<file path="src/cpc_pkg.sv">
`default_nettype none
package cpc_pkg;
  // ==========================================================
  // Register addresses on the core's special-function bus
  localparam logic [7:0] CPC_ADDR_CLEAR_CTRL = 8'h9c;
  localparam logic [7:0] CPC_ADDR_MODE_CFG = 8'hd9;
  localparam logic [7:0] CPC_ADDR_CH0_MODE = 8'hda;
  localparam logic [7:0] CPC_ADDR_PWM_CFG = 8'hf7;
  localparam logic [7:0] CPC_RESET_BYTE = 8'h00;
  // Writable bits per register; reserved bits are dropped on write
  localparam logic [7:0] CPC_MD_WRITABLE = 8'h8f;
  localparam logic [7:0] CPC_PW_WRITABLE = 8'he7;
  localparam logic [7:0] CPC_CL_WRITABLE = 8'h87;

  // ==========================================================
  // Field positions
  localparam int CPC_MD_IDLE_BIT = 7;
  localparam int CPC_MD_TB_LSB = 1;
  localparam int CPC_MD_TB_MSB = 3;
  localparam int CPC_MD_OVF_IE_BIT = 0;
  localparam int CPC_PW_RELOAD_BIT = 7;
  localparam int CPC_PW_COV_IE_BIT = 6;
  localparam int CPC_PW_CYCLE_OVERFLOW_FLAG_BIT = 5;
  localparam int CPC_PW_LEN_LSB = 0;
  localparam int CPC_PW_LEN_MSB = 2;
  localparam int CPC_CL_POL_BIT = 7;
  localparam int CPC_CHANNELS = 3;

  // ==========================================================
  // Timebase and cycle length codes
  localparam logic [2:0] CPC_TB_DIV12 = 3'h0;
  localparam logic [2:0] CPC_TB_DIV4 = 3'h1;
  localparam logic [2:0] CPC_TB_TIMER0 = 3'h2;
  localparam logic [2:0] CPC_TB_EXT_FALL = 3'h3;
  localparam logic [2:0] CPC_TB_SYSCLK = 3'h4;
  localparam logic [2:0] CPC_TB_EXTCLK8 = 3'h5;
  localparam logic [2:0] CPC_TB_LFO8 = 3'h6;
  localparam logic [3:0] CPC_DIV12_LAST = 4'hb;
  localparam logic [1:0] CPC_DIV4_LAST = 2'h3;
  localparam logic [2:0] CPC_DIV8_LAST = 3'h7;
  localparam logic [2:0] CPC_LEN_8 = 3'h0;
  localparam logic [2:0] CPC_LEN_9 = 3'h1;
  localparam logic [2:0] CPC_LEN_10 = 3'h2;
  localparam logic [2:0] CPC_LEN_11 = 3'h3;
  localparam logic [15:0] CPC_COUNT_MAX = 16'hffff;
  localparam logic [15:0] CPC_MASK_8 = 16'h00ff;
  localparam logic [15:0] CPC_MASK_9 = 16'h01ff;
  localparam logic [15:0] CPC_MASK_10 = 16'h03ff;
  localparam logic [15:0] CPC_MASK_11 = 16'h07ff;

  // ==========================================================
  // Carriers
  typedef struct packed {
    logic wr;
    logic rd;
    logic [7:0] addr;
    logic [7:0] wdata;
  } cpc_sfr_req_t;

  typedef struct packed {
    logic wide_pwm_select;
    logic compare_enable;
    logic rising_capture_enable;
    logic falling_capture_enable;
    logic match_enable;
    logic toggle_enable;
    logic pwm_enable;
    logic capcomp_irq_enable;
  } cpc_chmode_t;
endpackage
`default_nettype wire

</file>
<file path="src/cpc_config.sv">
`default_nettype none
// Contract
// - Idle-suspend bit set halts the counter array while the processor idles.
// - Timebase field selects one of seven counter increment sources; code 111 reserved.
// - Counter overflow interrupt requested only when its enable bit is one.
// - Reload-select bit steers capture/compare byte accesses to auto-reload registers.
// - Auto-reload values apply only to channels in 9 to 11-bit PWM; reload_apply also sets for reserved length codes 100 to 111.
// - Cycle overflow enable lets the cycle overflow flag raise an interrupt.
// - Cycle overflow flag sets on overflow out of the selected cycle bit.
// - Cycle overflow flag set by hardware or software, cleared only by software.
// - Cycle length field selects 8, 9, 10 or 11 bits; 100 to 111 reserved.
// - One cycle length serves all non-16-bit PWM channels; 16-bit ignores it.
// - Clear polarity picks falling (0) or rising (1) comparator transition.
// - Each channel has its own comparator clear enable bit 0, 1, 2.
// - Channel 0 mode register holds eight read/write mode bits resetting to zero.
// - Counter overflow flag sets on wrap from maximum to zero, held until cleared.
// - Triggering transition forces enabled PWM channel output low for the cycle.
// - Wide PWM select picks 16-bit PWM, effective only with PWM enabled.
module cpc_config (
  input wire logic clk,
  input wire logic sys_rst,
  input wire cpc_pkg::cpc_sfr_req_t sfr_req,
  output logic [7:0] sfr_rdata,
  input wire logic idle_mode,
  input wire logic counter_run,
  input wire logic timer0_overflow,
  input wire logic external_count_input,
  input wire logic ext_clock_in,
  input wire logic lfo_clock_in,
  input wire logic comparator_in,
  input wire logic counter_flag_clear,
  input wire cpc_pkg::cpc_chmode_t ch1_mode,
  input wire cpc_pkg::cpc_chmode_t ch2_mode,
  output logic [15:0] main_counter,
  output logic counter_overflow_flag,
  output logic reload_access_select,
  output logic [2:0] reload_apply,
  output logic [2:0] wide_pwm_active,
  output logic [2:0] channel_clear,
  output cpc_pkg::cpc_chmode_t channel0_mode,
  output logic irq_request
);
  import cpc_pkg::*;

  logic [7:0] counter_mode_config, next_counter_mode_config;
  logic [7:0] pwm_cycle_config, next_pwm_cycle_config;
  logic [7:0] comparator_clear_ctrl, next_comparator_clear_ctrl;
  cpc_chmode_t next_channel0_mode;
  logic [7:0] next_sfr_rdata;
  logic [15:0] next_main_counter;
  logic next_counter_overflow_flag;
  logic [2:0] next_channel_clear;
  logic [3:0] sync_meta, sync_out;
  logic cmp_prev;
  logic tick, advance, wrap, cycle_wrap, trigger, level_active;
  logic [15:0] len_mask;
  logic [2:0] timebase_select;
  logic [2:0] cycle_length_select;
  logic idle_suspend, overflow_irq_enable, cycle_overflow_irq_enable, cycle_overflow_flag, clear_polarity;
  cpc_chmode_t ch_mode [CPC_CHANNELS];

  // ==========================================================
  // Input synchronisers, two flops per asynchronous pin
  always_ff @(posedge clk or posedge sys_rst) begin
    if (sys_rst) begin
      sync_meta <= '0;
      sync_out <= '0;
      cmp_prev <= 1'b0;
    end else begin
      sync_meta <= {comparator_in, lfo_clock_in, ext_clock_in, external_count_input};
      sync_out <= sync_meta;
      cmp_prev <= sync_out[3];
    end
  end

  // ==========================================================
  // Field views
  assign idle_suspend = counter_mode_config[CPC_MD_IDLE_BIT];
  assign timebase_select = counter_mode_config[CPC_MD_TB_MSB:CPC_MD_TB_LSB];
  assign overflow_irq_enable = counter_mode_config[CPC_MD_OVF_IE_BIT];
  assign reload_access_select = pwm_cycle_config[CPC_PW_RELOAD_BIT];
  assign cycle_overflow_irq_enable = pwm_cycle_config[CPC_PW_COV_IE_BIT];
  assign cycle_overflow_flag = pwm_cycle_config[CPC_PW_CYCLE_OVERFLOW_FLAG_BIT];
  assign cycle_length_select = pwm_cycle_config[CPC_PW_LEN_MSB:CPC_PW_LEN_LSB];
  assign clear_polarity = comparator_clear_ctrl[CPC_CL_POL_BIT];
  assign ch_mode[0] = channel0_mode;
  assign ch_mode[1] = ch1_mode;
  assign ch_mode[2] = ch2_mode;

  cpc_timebase u_timebase (
    .clk(clk),
    .sys_rst(sys_rst),
    .timebase_select(timebase_select),
    .timer0_overflow(timer0_overflow),
    .ext_count_sync(sync_out[0]),
    .ext_clock_sync(sync_out[1]),
    .lfo_clock_sync(sync_out[2]),
    .tick(tick)
  );

  // ==========================================================
  // Counter and cycle length decode
  // Reserved length codes fall back to 8 bits rather than stall
  always_comb begin
    case (cycle_length_select)
      CPC_LEN_9: len_mask = CPC_MASK_9;
      CPC_LEN_10: len_mask = CPC_MASK_10;
      CPC_LEN_11: len_mask = CPC_MASK_11;
      default: len_mask = CPC_MASK_8;
    endcase
  end

  assign advance = tick & counter_run & ~(idle_suspend & idle_mode);
  assign wrap = advance & (main_counter == CPC_COUNT_MAX);
  assign cycle_wrap = advance & ((main_counter & len_mask) == len_mask);

  always_comb begin
    next_main_counter = advance ? main_counter + 16'h0001 : main_counter;
    next_counter_overflow_flag = wrap | (counter_overflow_flag & ~counter_flag_clear);
  end

  // ==========================================================
  // Special-function register writes and reads
  // Reserved bits are not stored, so they always read as zero
  always_comb begin
    next_counter_mode_config = counter_mode_config;
    next_pwm_cycle_config = pwm_cycle_config;
    next_comparator_clear_ctrl = comparator_clear_ctrl;
    next_channel0_mode = channel0_mode;
    next_sfr_rdata = sfr_rdata;
    if (sfr_req.wr) begin
      if (sfr_req.addr == CPC_ADDR_MODE_CFG) begin
        next_counter_mode_config = sfr_req.wdata & CPC_MD_WRITABLE;
      end else if (sfr_req.addr == CPC_ADDR_PWM_CFG) begin
        next_pwm_cycle_config = sfr_req.wdata & CPC_PW_WRITABLE;
      end else if (sfr_req.addr == CPC_ADDR_CLEAR_CTRL) begin
        next_comparator_clear_ctrl = sfr_req.wdata & CPC_CL_WRITABLE;
      end else if (sfr_req.addr == CPC_ADDR_CH0_MODE) begin
        next_channel0_mode = sfr_req.wdata;
      end
    end
    // Hardware set wins over a software clear in the same cycle
    if (cycle_wrap) begin
      next_pwm_cycle_config[CPC_PW_CYCLE_OVERFLOW_FLAG_BIT] = 1'b1;
    end
    if (sfr_req.rd) begin
      if (sfr_req.addr == CPC_ADDR_MODE_CFG) begin
        next_sfr_rdata = counter_mode_config;
      end else if (sfr_req.addr == CPC_ADDR_PWM_CFG) begin
        next_sfr_rdata = pwm_cycle_config;
      end else if (sfr_req.addr == CPC_ADDR_CLEAR_CTRL) begin
        next_sfr_rdata = comparator_clear_ctrl;
      end else if (sfr_req.addr == CPC_ADDR_CH0_MODE) begin
        next_sfr_rdata = channel0_mode;
      end else begin
        next_sfr_rdata = CPC_RESET_BYTE;
      end
    end
  end

  // ==========================================================
  // Comparator clear per channel
  // A trigger sets the clear; each cycle end re-arms it from the level
  assign trigger = clear_polarity ? (~cmp_prev & sync_out[3]) : (cmp_prev & ~sync_out[3]);
  assign level_active = clear_polarity ? sync_out[3] : ~sync_out[3];

  genvar ch;
  generate
    for (ch = 0; ch < CPC_CHANNELS; ch++) begin : g_ch
      logic pwm_on, cycle_end;
      assign pwm_on = ch_mode[ch].pwm_enable;
      assign wide_pwm_active[ch] = pwm_on & ch_mode[ch].wide_pwm_select;
      assign reload_apply[ch] = pwm_on & ~ch_mode[ch].wide_pwm_select & (cycle_length_select != CPC_LEN_8);
      assign cycle_end = wide_pwm_active[ch] ? wrap : cycle_wrap;
      always_comb begin
        if (!(pwm_on && comparator_clear_ctrl[ch])) begin
          next_channel_clear[ch] = 1'b0;
        end else if (trigger) begin
          next_channel_clear[ch] = 1'b1;
        end else if (cycle_end) begin
          next_channel_clear[ch] = level_active;
        end else begin
          next_channel_clear[ch] = channel_clear[ch];
        end
      end
    end
  endgenerate

  // ==========================================================
  // State registers
  always_ff @(posedge clk or posedge sys_rst) begin
    if (sys_rst) begin
      counter_mode_config <= CPC_RESET_BYTE;
      pwm_cycle_config <= CPC_RESET_BYTE;
      comparator_clear_ctrl <= CPC_RESET_BYTE;
      channel0_mode <= CPC_RESET_BYTE;
      sfr_rdata <= CPC_RESET_BYTE;
      main_counter <= '0;
      counter_overflow_flag <= 1'b0;
      channel_clear <= '0;
    end else begin
      counter_mode_config <= next_counter_mode_config;
      pwm_cycle_config <= next_pwm_cycle_config;
      comparator_clear_ctrl <= next_comparator_clear_ctrl;
      channel0_mode <= next_channel0_mode;
      sfr_rdata <= next_sfr_rdata;
      main_counter <= next_main_counter;
      counter_overflow_flag <= next_counter_overflow_flag;
      channel_clear <= next_channel_clear;
    end
  end

  // Combined request, level while any enabled flag stands
  assign irq_request = (counter_overflow_flag & overflow_irq_enable)
                     | (cycle_overflow_flag & cycle_overflow_irq_enable);
endmodule
`default_nettype wire

</file>
<file path="src/cpc_timebase.sv">
`default_nettype none
module cpc_timebase (
  input wire logic clk,
  input wire logic sys_rst,
  input wire logic [2:0] timebase_select,
  input wire logic timer0_overflow,
  input wire logic ext_count_sync,
  input wire logic ext_clock_sync,
  input wire logic lfo_clock_sync,
  output logic tick
);
  import cpc_pkg::*;

  logic [3:0] div12, next_div12;
  logic [1:0] div4, next_div4;
  logic [2:0] ext_div, next_ext_div;
  logic [2:0] lfo_div, next_lfo_div;
  logic ext_count_prev, ext_clock_prev, lfo_clock_prev;
  logic ext_fall, ext_rise, lfo_rise;

  // ==========================================================
  // Prescalers
  // Edges are taken from already synchronised levels only
  assign ext_fall = ext_count_prev & ~ext_count_sync;
  assign ext_rise = ~ext_clock_prev & ext_clock_sync;
  assign lfo_rise = ~lfo_clock_prev & lfo_clock_sync;

  always_comb begin
    next_div12 = (div12 == CPC_DIV12_LAST) ? '0 : div12 + 4'h1;
    next_div4 = div4 + 2'h1;
    next_ext_div = ext_rise ? ext_div + 3'h1 : ext_div;
    next_lfo_div = lfo_rise ? lfo_div + 3'h1 : lfo_div;
  end

  always_ff @(posedge clk or posedge sys_rst) begin
    if (sys_rst) begin
      div12 <= '0;
      div4 <= '0;
      ext_div <= '0;
      lfo_div <= '0;
      ext_count_prev <= 1'b0;
      ext_clock_prev <= 1'b0;
      lfo_clock_prev <= 1'b0;
    end else begin
      div12 <= next_div12;
      div4 <= next_div4;
      ext_div <= next_ext_div;
      lfo_div <= next_lfo_div;
      ext_count_prev <= ext_count_sync;
      ext_clock_prev <= ext_clock_sync;
      lfo_clock_prev <= lfo_clock_sync;
    end
  end

  // ==========================================================
  // Source select; reserved code never counts
  always_comb begin
    case (timebase_select)
      CPC_TB_DIV12: tick = (div12 == CPC_DIV12_LAST);
      CPC_TB_DIV4: tick = (div4 == CPC_DIV4_LAST);
      CPC_TB_TIMER0: tick = timer0_overflow;
      CPC_TB_EXT_FALL: tick = ext_fall;
      CPC_TB_SYSCLK: tick = 1'b1;
      CPC_TB_EXTCLK8: tick = ext_rise & (ext_div == CPC_DIV8_LAST);
      CPC_TB_LFO8: tick = lfo_rise & (lfo_div == CPC_DIV8_LAST);
      default: tick = 1'b0;
    endcase
  end
endmodule
`default_nettype wire

</file>
<file path="config.mk">
export PLATFORM = sky130hd
export DESIGN_NAME = cpc_config
export DESIGN_NICKNAME = d
export VERILOG_FILES = /design/src/cpc_pkg.sv /design/src/cpc_config.sv /design/src/cpc_timebase.sv
export SDC_FILE = /design/constraint.sdc
export NUM_CORES = 1
export LEC_CHECK = 0
export BUFFER_PORTS_ARGS = -buffer_cell sky130_fd_sc_hd__buf_2
export CORE_AREA = 5 5 101 75
export CTS_BUF_LIST = sky130_fd_sc_hd__clkbuf_8
export CTS_CLUSTER_DIAMETER = 150
export DETAILED_ROUTE_END_ITERATION = 16
export DIE_AREA = 0 0 106 80
export PLACE_DENSITY = 0.79
export SLEW_MARGIN = 15
export SYNTH_ARGS = -nofsm -noshare
export SYNTH_HDL_FRONTEND = slang
export SYNTH_SLANG_ARGS = --single-unit
</file>
<file path="constraint.sdc">
create_clock -name clk -period 3.1 [get_ports clk]
set_clock_uncertainty 0.2 [all_clocks]
set_input_delay 0.155 -clock clk [delete_from_list [all_inputs] [get_ports clk]]
set_output_delay 0.155 -clock clk [all_outputs]
set_load 0.05 [all_outputs]
</file>
==> flow_summary_export.csv <==
group,metric,value,unit
outcome,outcome,"finished, final reports clean",
clock_network,cts_tree,"built",
power_and_ir_drop,ir_worst_vdd,0.000264,V
finish,areaGrowthSynthToFinish,23.6,%
clock_network,cts_buffer_depth,2,
synthesis,yosysUniqueCellTypes,52,
clock_network,cts_made_buffers,9,
timing,fin_tns_setup,0,ps
clock_network,cts_setup_buffers,0,
clock_network,clkLatencyLatePin,350,ps
power_and_ir_drop,switching_share,0.302,
route,first_iter_violations,127,
power_and_ir_drop,p_clk_frac,0.320,
route,drc,0,
power_and_ir_drop,cellInternalPower,1600,uW
timing,setup_viol,0,
route,routed_wl,8080,um
synthesis,synth.area.top_cells,"dfrtp_1 54%, mux2_2 7.5%, xnor2_1 3.5%",
worst_setup_path,path_max_fanout,7,
floorplanning,die_height,80,um
timing,period_share,0.743,
synthesis,yosys_register_bits,75,
placed_design,place.gp.congestion,0.858,
finish,fillers,508,
worst_setup_path,start_kind,"flop",
clock_network,root_buffer,"clkbuf_8",
worst_setup_path,cp-end-kind,"flop",
route,firstDrtPassIters,4,
grt,grt_pass1_vias,2678,
synthesis,syn_inst,282,
finish,final_area,4280,um^2
worst_setup_path,critPathRequiredTime,3140,ps
power_and_ir_drop,p_leak,0.00213,uW
synthesis,synth-main-ff-cell,"dfrtp_1",
floorplanning,rows,25,
run,maxCapViolations,0,
finish,diodes,0,
synthesis,postSynthAreaPerCell,12.3,um^2
power_and_ir_drop,p_comb_frac,0.180,
timing,tightest_slew,678,ps
synthesis,synthArstFlopShare,1.00,
timing,slew_viol_final,0,
finish,fin_nets,433,
floorplanning,core_region_area,6510,um^2
floorplanning,die_area,8480,um^2
power_and_ir_drop,power_frac_seq,0.500,
placed_design,numPortBuffers,75,
clock_network,ctsHtreeMaxLevel,3,
worst_setup_path,path_class,"flop to flop",
timing,finalHoldViolations,0,
worst_setup_path,worst_ep_arrival_time,2350,ps
power_and_ir_drop,power_density,535,nW/um^2
grt,antenna_found_initial,0,
synthesis,yosysWarningCount,0,
min_path,hold_path_class,"flop to flop",
placed_design,place_area,3920,um^2
timing,period_needed,2300,ps
timing,relSlewSlack,0.547,
worst_setup_path,rrSetupSlack,800,ps
synthesis,synth.largest_area_cell,"dfrtp_1",
timing,fmaxAchievable,434,MHz
route,via_count,2588,
route,ant_nets,0,
clock_network,clk_pin_slew_worst_paths,80,ps
power_and_ir_drop,switchingPower,692,uW
floorplanning,ios,88,
synthesis,yosys.area.top_type_share,0.542,
synthesis,synth-edff-count,0,
route,wire_per_inst,17.3,um
synthesis,syn-num-nets,333,
floorplanning,die_x,106,um
grt,grt_overflow,0,
route,vias_per_cell,5.53,
floorplanning,initial_core_util,0.532,
synthesis,yosysSeqAreaShare,0.542,
placed_design,dp_hpwl,5820,um
grt,grt_pass1_wl,13300,um
timing,rsz0062_at_grt,"no",
synthesis,synth_area,3460,um^2
grt,grt_usage,0.205,
grt,grt_max_degree,34,
finish,drive_gt1_frac,0.362,
clock_network,clock_sinks,75,
timing,fin_hold_ws,151,ps
==> cell usage after synthesis (all sizes together) (5+ instances only) <==
library cell / number
xnor2: 15
nand2: 18
dfrtp: 75
and3: 6
inv: 16
nand3: 8
and2: 5
a22oi: 7
nor2: 10
a31oi: 7
ha: 7
nor3: 6
mux2: 31
nand4: 8
a21oi: 7
==> cell families after synthesis <==
group / Yosys count / synth area share
and+or+nand+nor: 88 / 0.159
xor gates and xnor gates: 19 / 0.0502
buffers and inverters: 23 / 0.0329
DFF: 75 / 0.542
AOI/OAI and AO/OA: 38 / 0.0784
adders and majority gates: 7 / 0.0253
muxes: 32 / 0.112
==> final timing paths <==
check,from,depth (start not counted),to
worst min register to register,sync_meta[1],0,sync_out[1]
max in group asynchronous,sys_rst,4,pwm_cycle_config[5]
worst min-delay path,sync_meta[1],0,sync_out[1]
worst max-delay path,u_timebase.div12[0],6,channel_clear[0]
worst max register to register,u_timebase.div12[0],6,channel_clear[0]
min in group asynchronous,sys_rst,3,u_timebase.ext_div[0]
==> layout make-up <==
cell class                      count  area (um^2)  share of cell area
Sequential cell                    75         1880               0.439
Multi-Input combinational cell    184         1470               0.344
Clock buffer                        9          124              0.0290
Tap cell                           81          101              0.0237
Timing Repair Buffer               96          576               0.135
Inverter                           16         60.1              0.0140
Clock inverter                      7         68.8              0.0161
==> state kept, by name, summed over array words and instances (netlist names) <==
signal                     count
u_timebase.ext_clock_prev      1
channel0_mode                  7
sync_out                       4
sfr_rdata                      8
g_ch.pwm_on                    1
pwm_cycle_config               6
counter_overflow_flag          1
cmp_prev                       1
channel_clear                  3
u_timebase.lfo_div             3
u_timebase.div12               4
counter_mode_config            5
comparator_clear_ctrl          4
u_timebase.ext_count_prev      1
u_timebase.ext_div             3
u_timebase.div4                2
main_counter                  16
u_timebase.lfo_clock_prev      1
sync_meta                      4
==> routing by layer <==
layer / vias up / part of all wire / GRT usage
met5: - / 0 / 0
met4: 0 / 0.0073 / 0.0763
met3: 6 / 0.063 / 0.0695
met2: 83 / 0.49 / 0.326
met1: 1281 / 0.44 / 0.263
li1: 1218 / - / -
==> repair_timing <==
item	in CTS	in global routing
hold buffers	17	0
resized for setup	0	0
endpoints found under the hold margin	65	0
==> cell usage in the layout, fill, tap and decap left out, types with 2 or more instances in the layout <==
| cell type | n |
|---|---|
| dfrtp_1 | 75 |
| buf_2 | 75 |
| mux2_2 | 23 |
| nand2_1 | 18 |
| dlygate4sd3_1 | 17 |
| inv_1 | 15 |
| xnor2_1 | 14 |
| nor2_1 | 10 |
| clkbuf_8 | 9 |
| mux2_4 | 8 |
| nand4_1 | 7 |
| nand3_1 | 7 |
| a21oi_1 | 7 |
| a31oi_1 | 7 |
| a22oi_1 | 7 |
| ha_1 | 7 |
| and3_1 | 6 |
| and2_1 | 5 |
| nor3_1 | 5 |
| nand3b_1 | 4 |
| nand2b_1 | 4 |
| xor2_1 | 4 |
| nor3b_1 | 4 |
| buf_4 | 4 |
| o21ai_0 | 3 |
| clkinv_2 | 3 |
| nor2b_1 | 2 |
| and3b_2 | 2 |
| o22ai_1 | 2 |
| a211o_1 | 2 |
| nor4_1 | 2 |
| o311ai_1 | 2 |
| and4b_1 | 2 |
| clkinvlp_4 | 2 |
==> metrics by stage <==
step / total power [uW] / instances / worst slack [ps] / utilization
2_1_floorplan: 1430 / 282 / 835 / -
3_3_place_gp: 1530 / 435 / 898 / 0.602
3_5_place_dp: 1560 / 435 / 830 / 0.602
4_1_cts: 2320 / 468 / 803 / 0.658
5_1_grt: 2410 / 468 / 663 / 0.658
6_report: 2290 / 468 / 795 / 0.658
==> critical path: stages, from the launching register on <==
cell	delay (ps)
dfrtp_1	380
ha_1	210
inv_1	70
o311a_1	360
a211o_1	430
nor4_1	330
and4b_1	220
==> power by group through the flow <==
| stage | Clock [uW] | Sequential, uW | Combinational (uW) |
|---|---|---|---|
| after floorplan | 0 | 1250 | 179 |
| after global placement | 0 | 1150 | 377 |
| after detailed placement | 0 | 1160 | 397 |
| after CTS | 756 | 1140 | 419 |
| after global routing | 801 | 1160 | 455 |
| final | 733 | 1140 | 412 |
(Power assumes the default switching activity.)
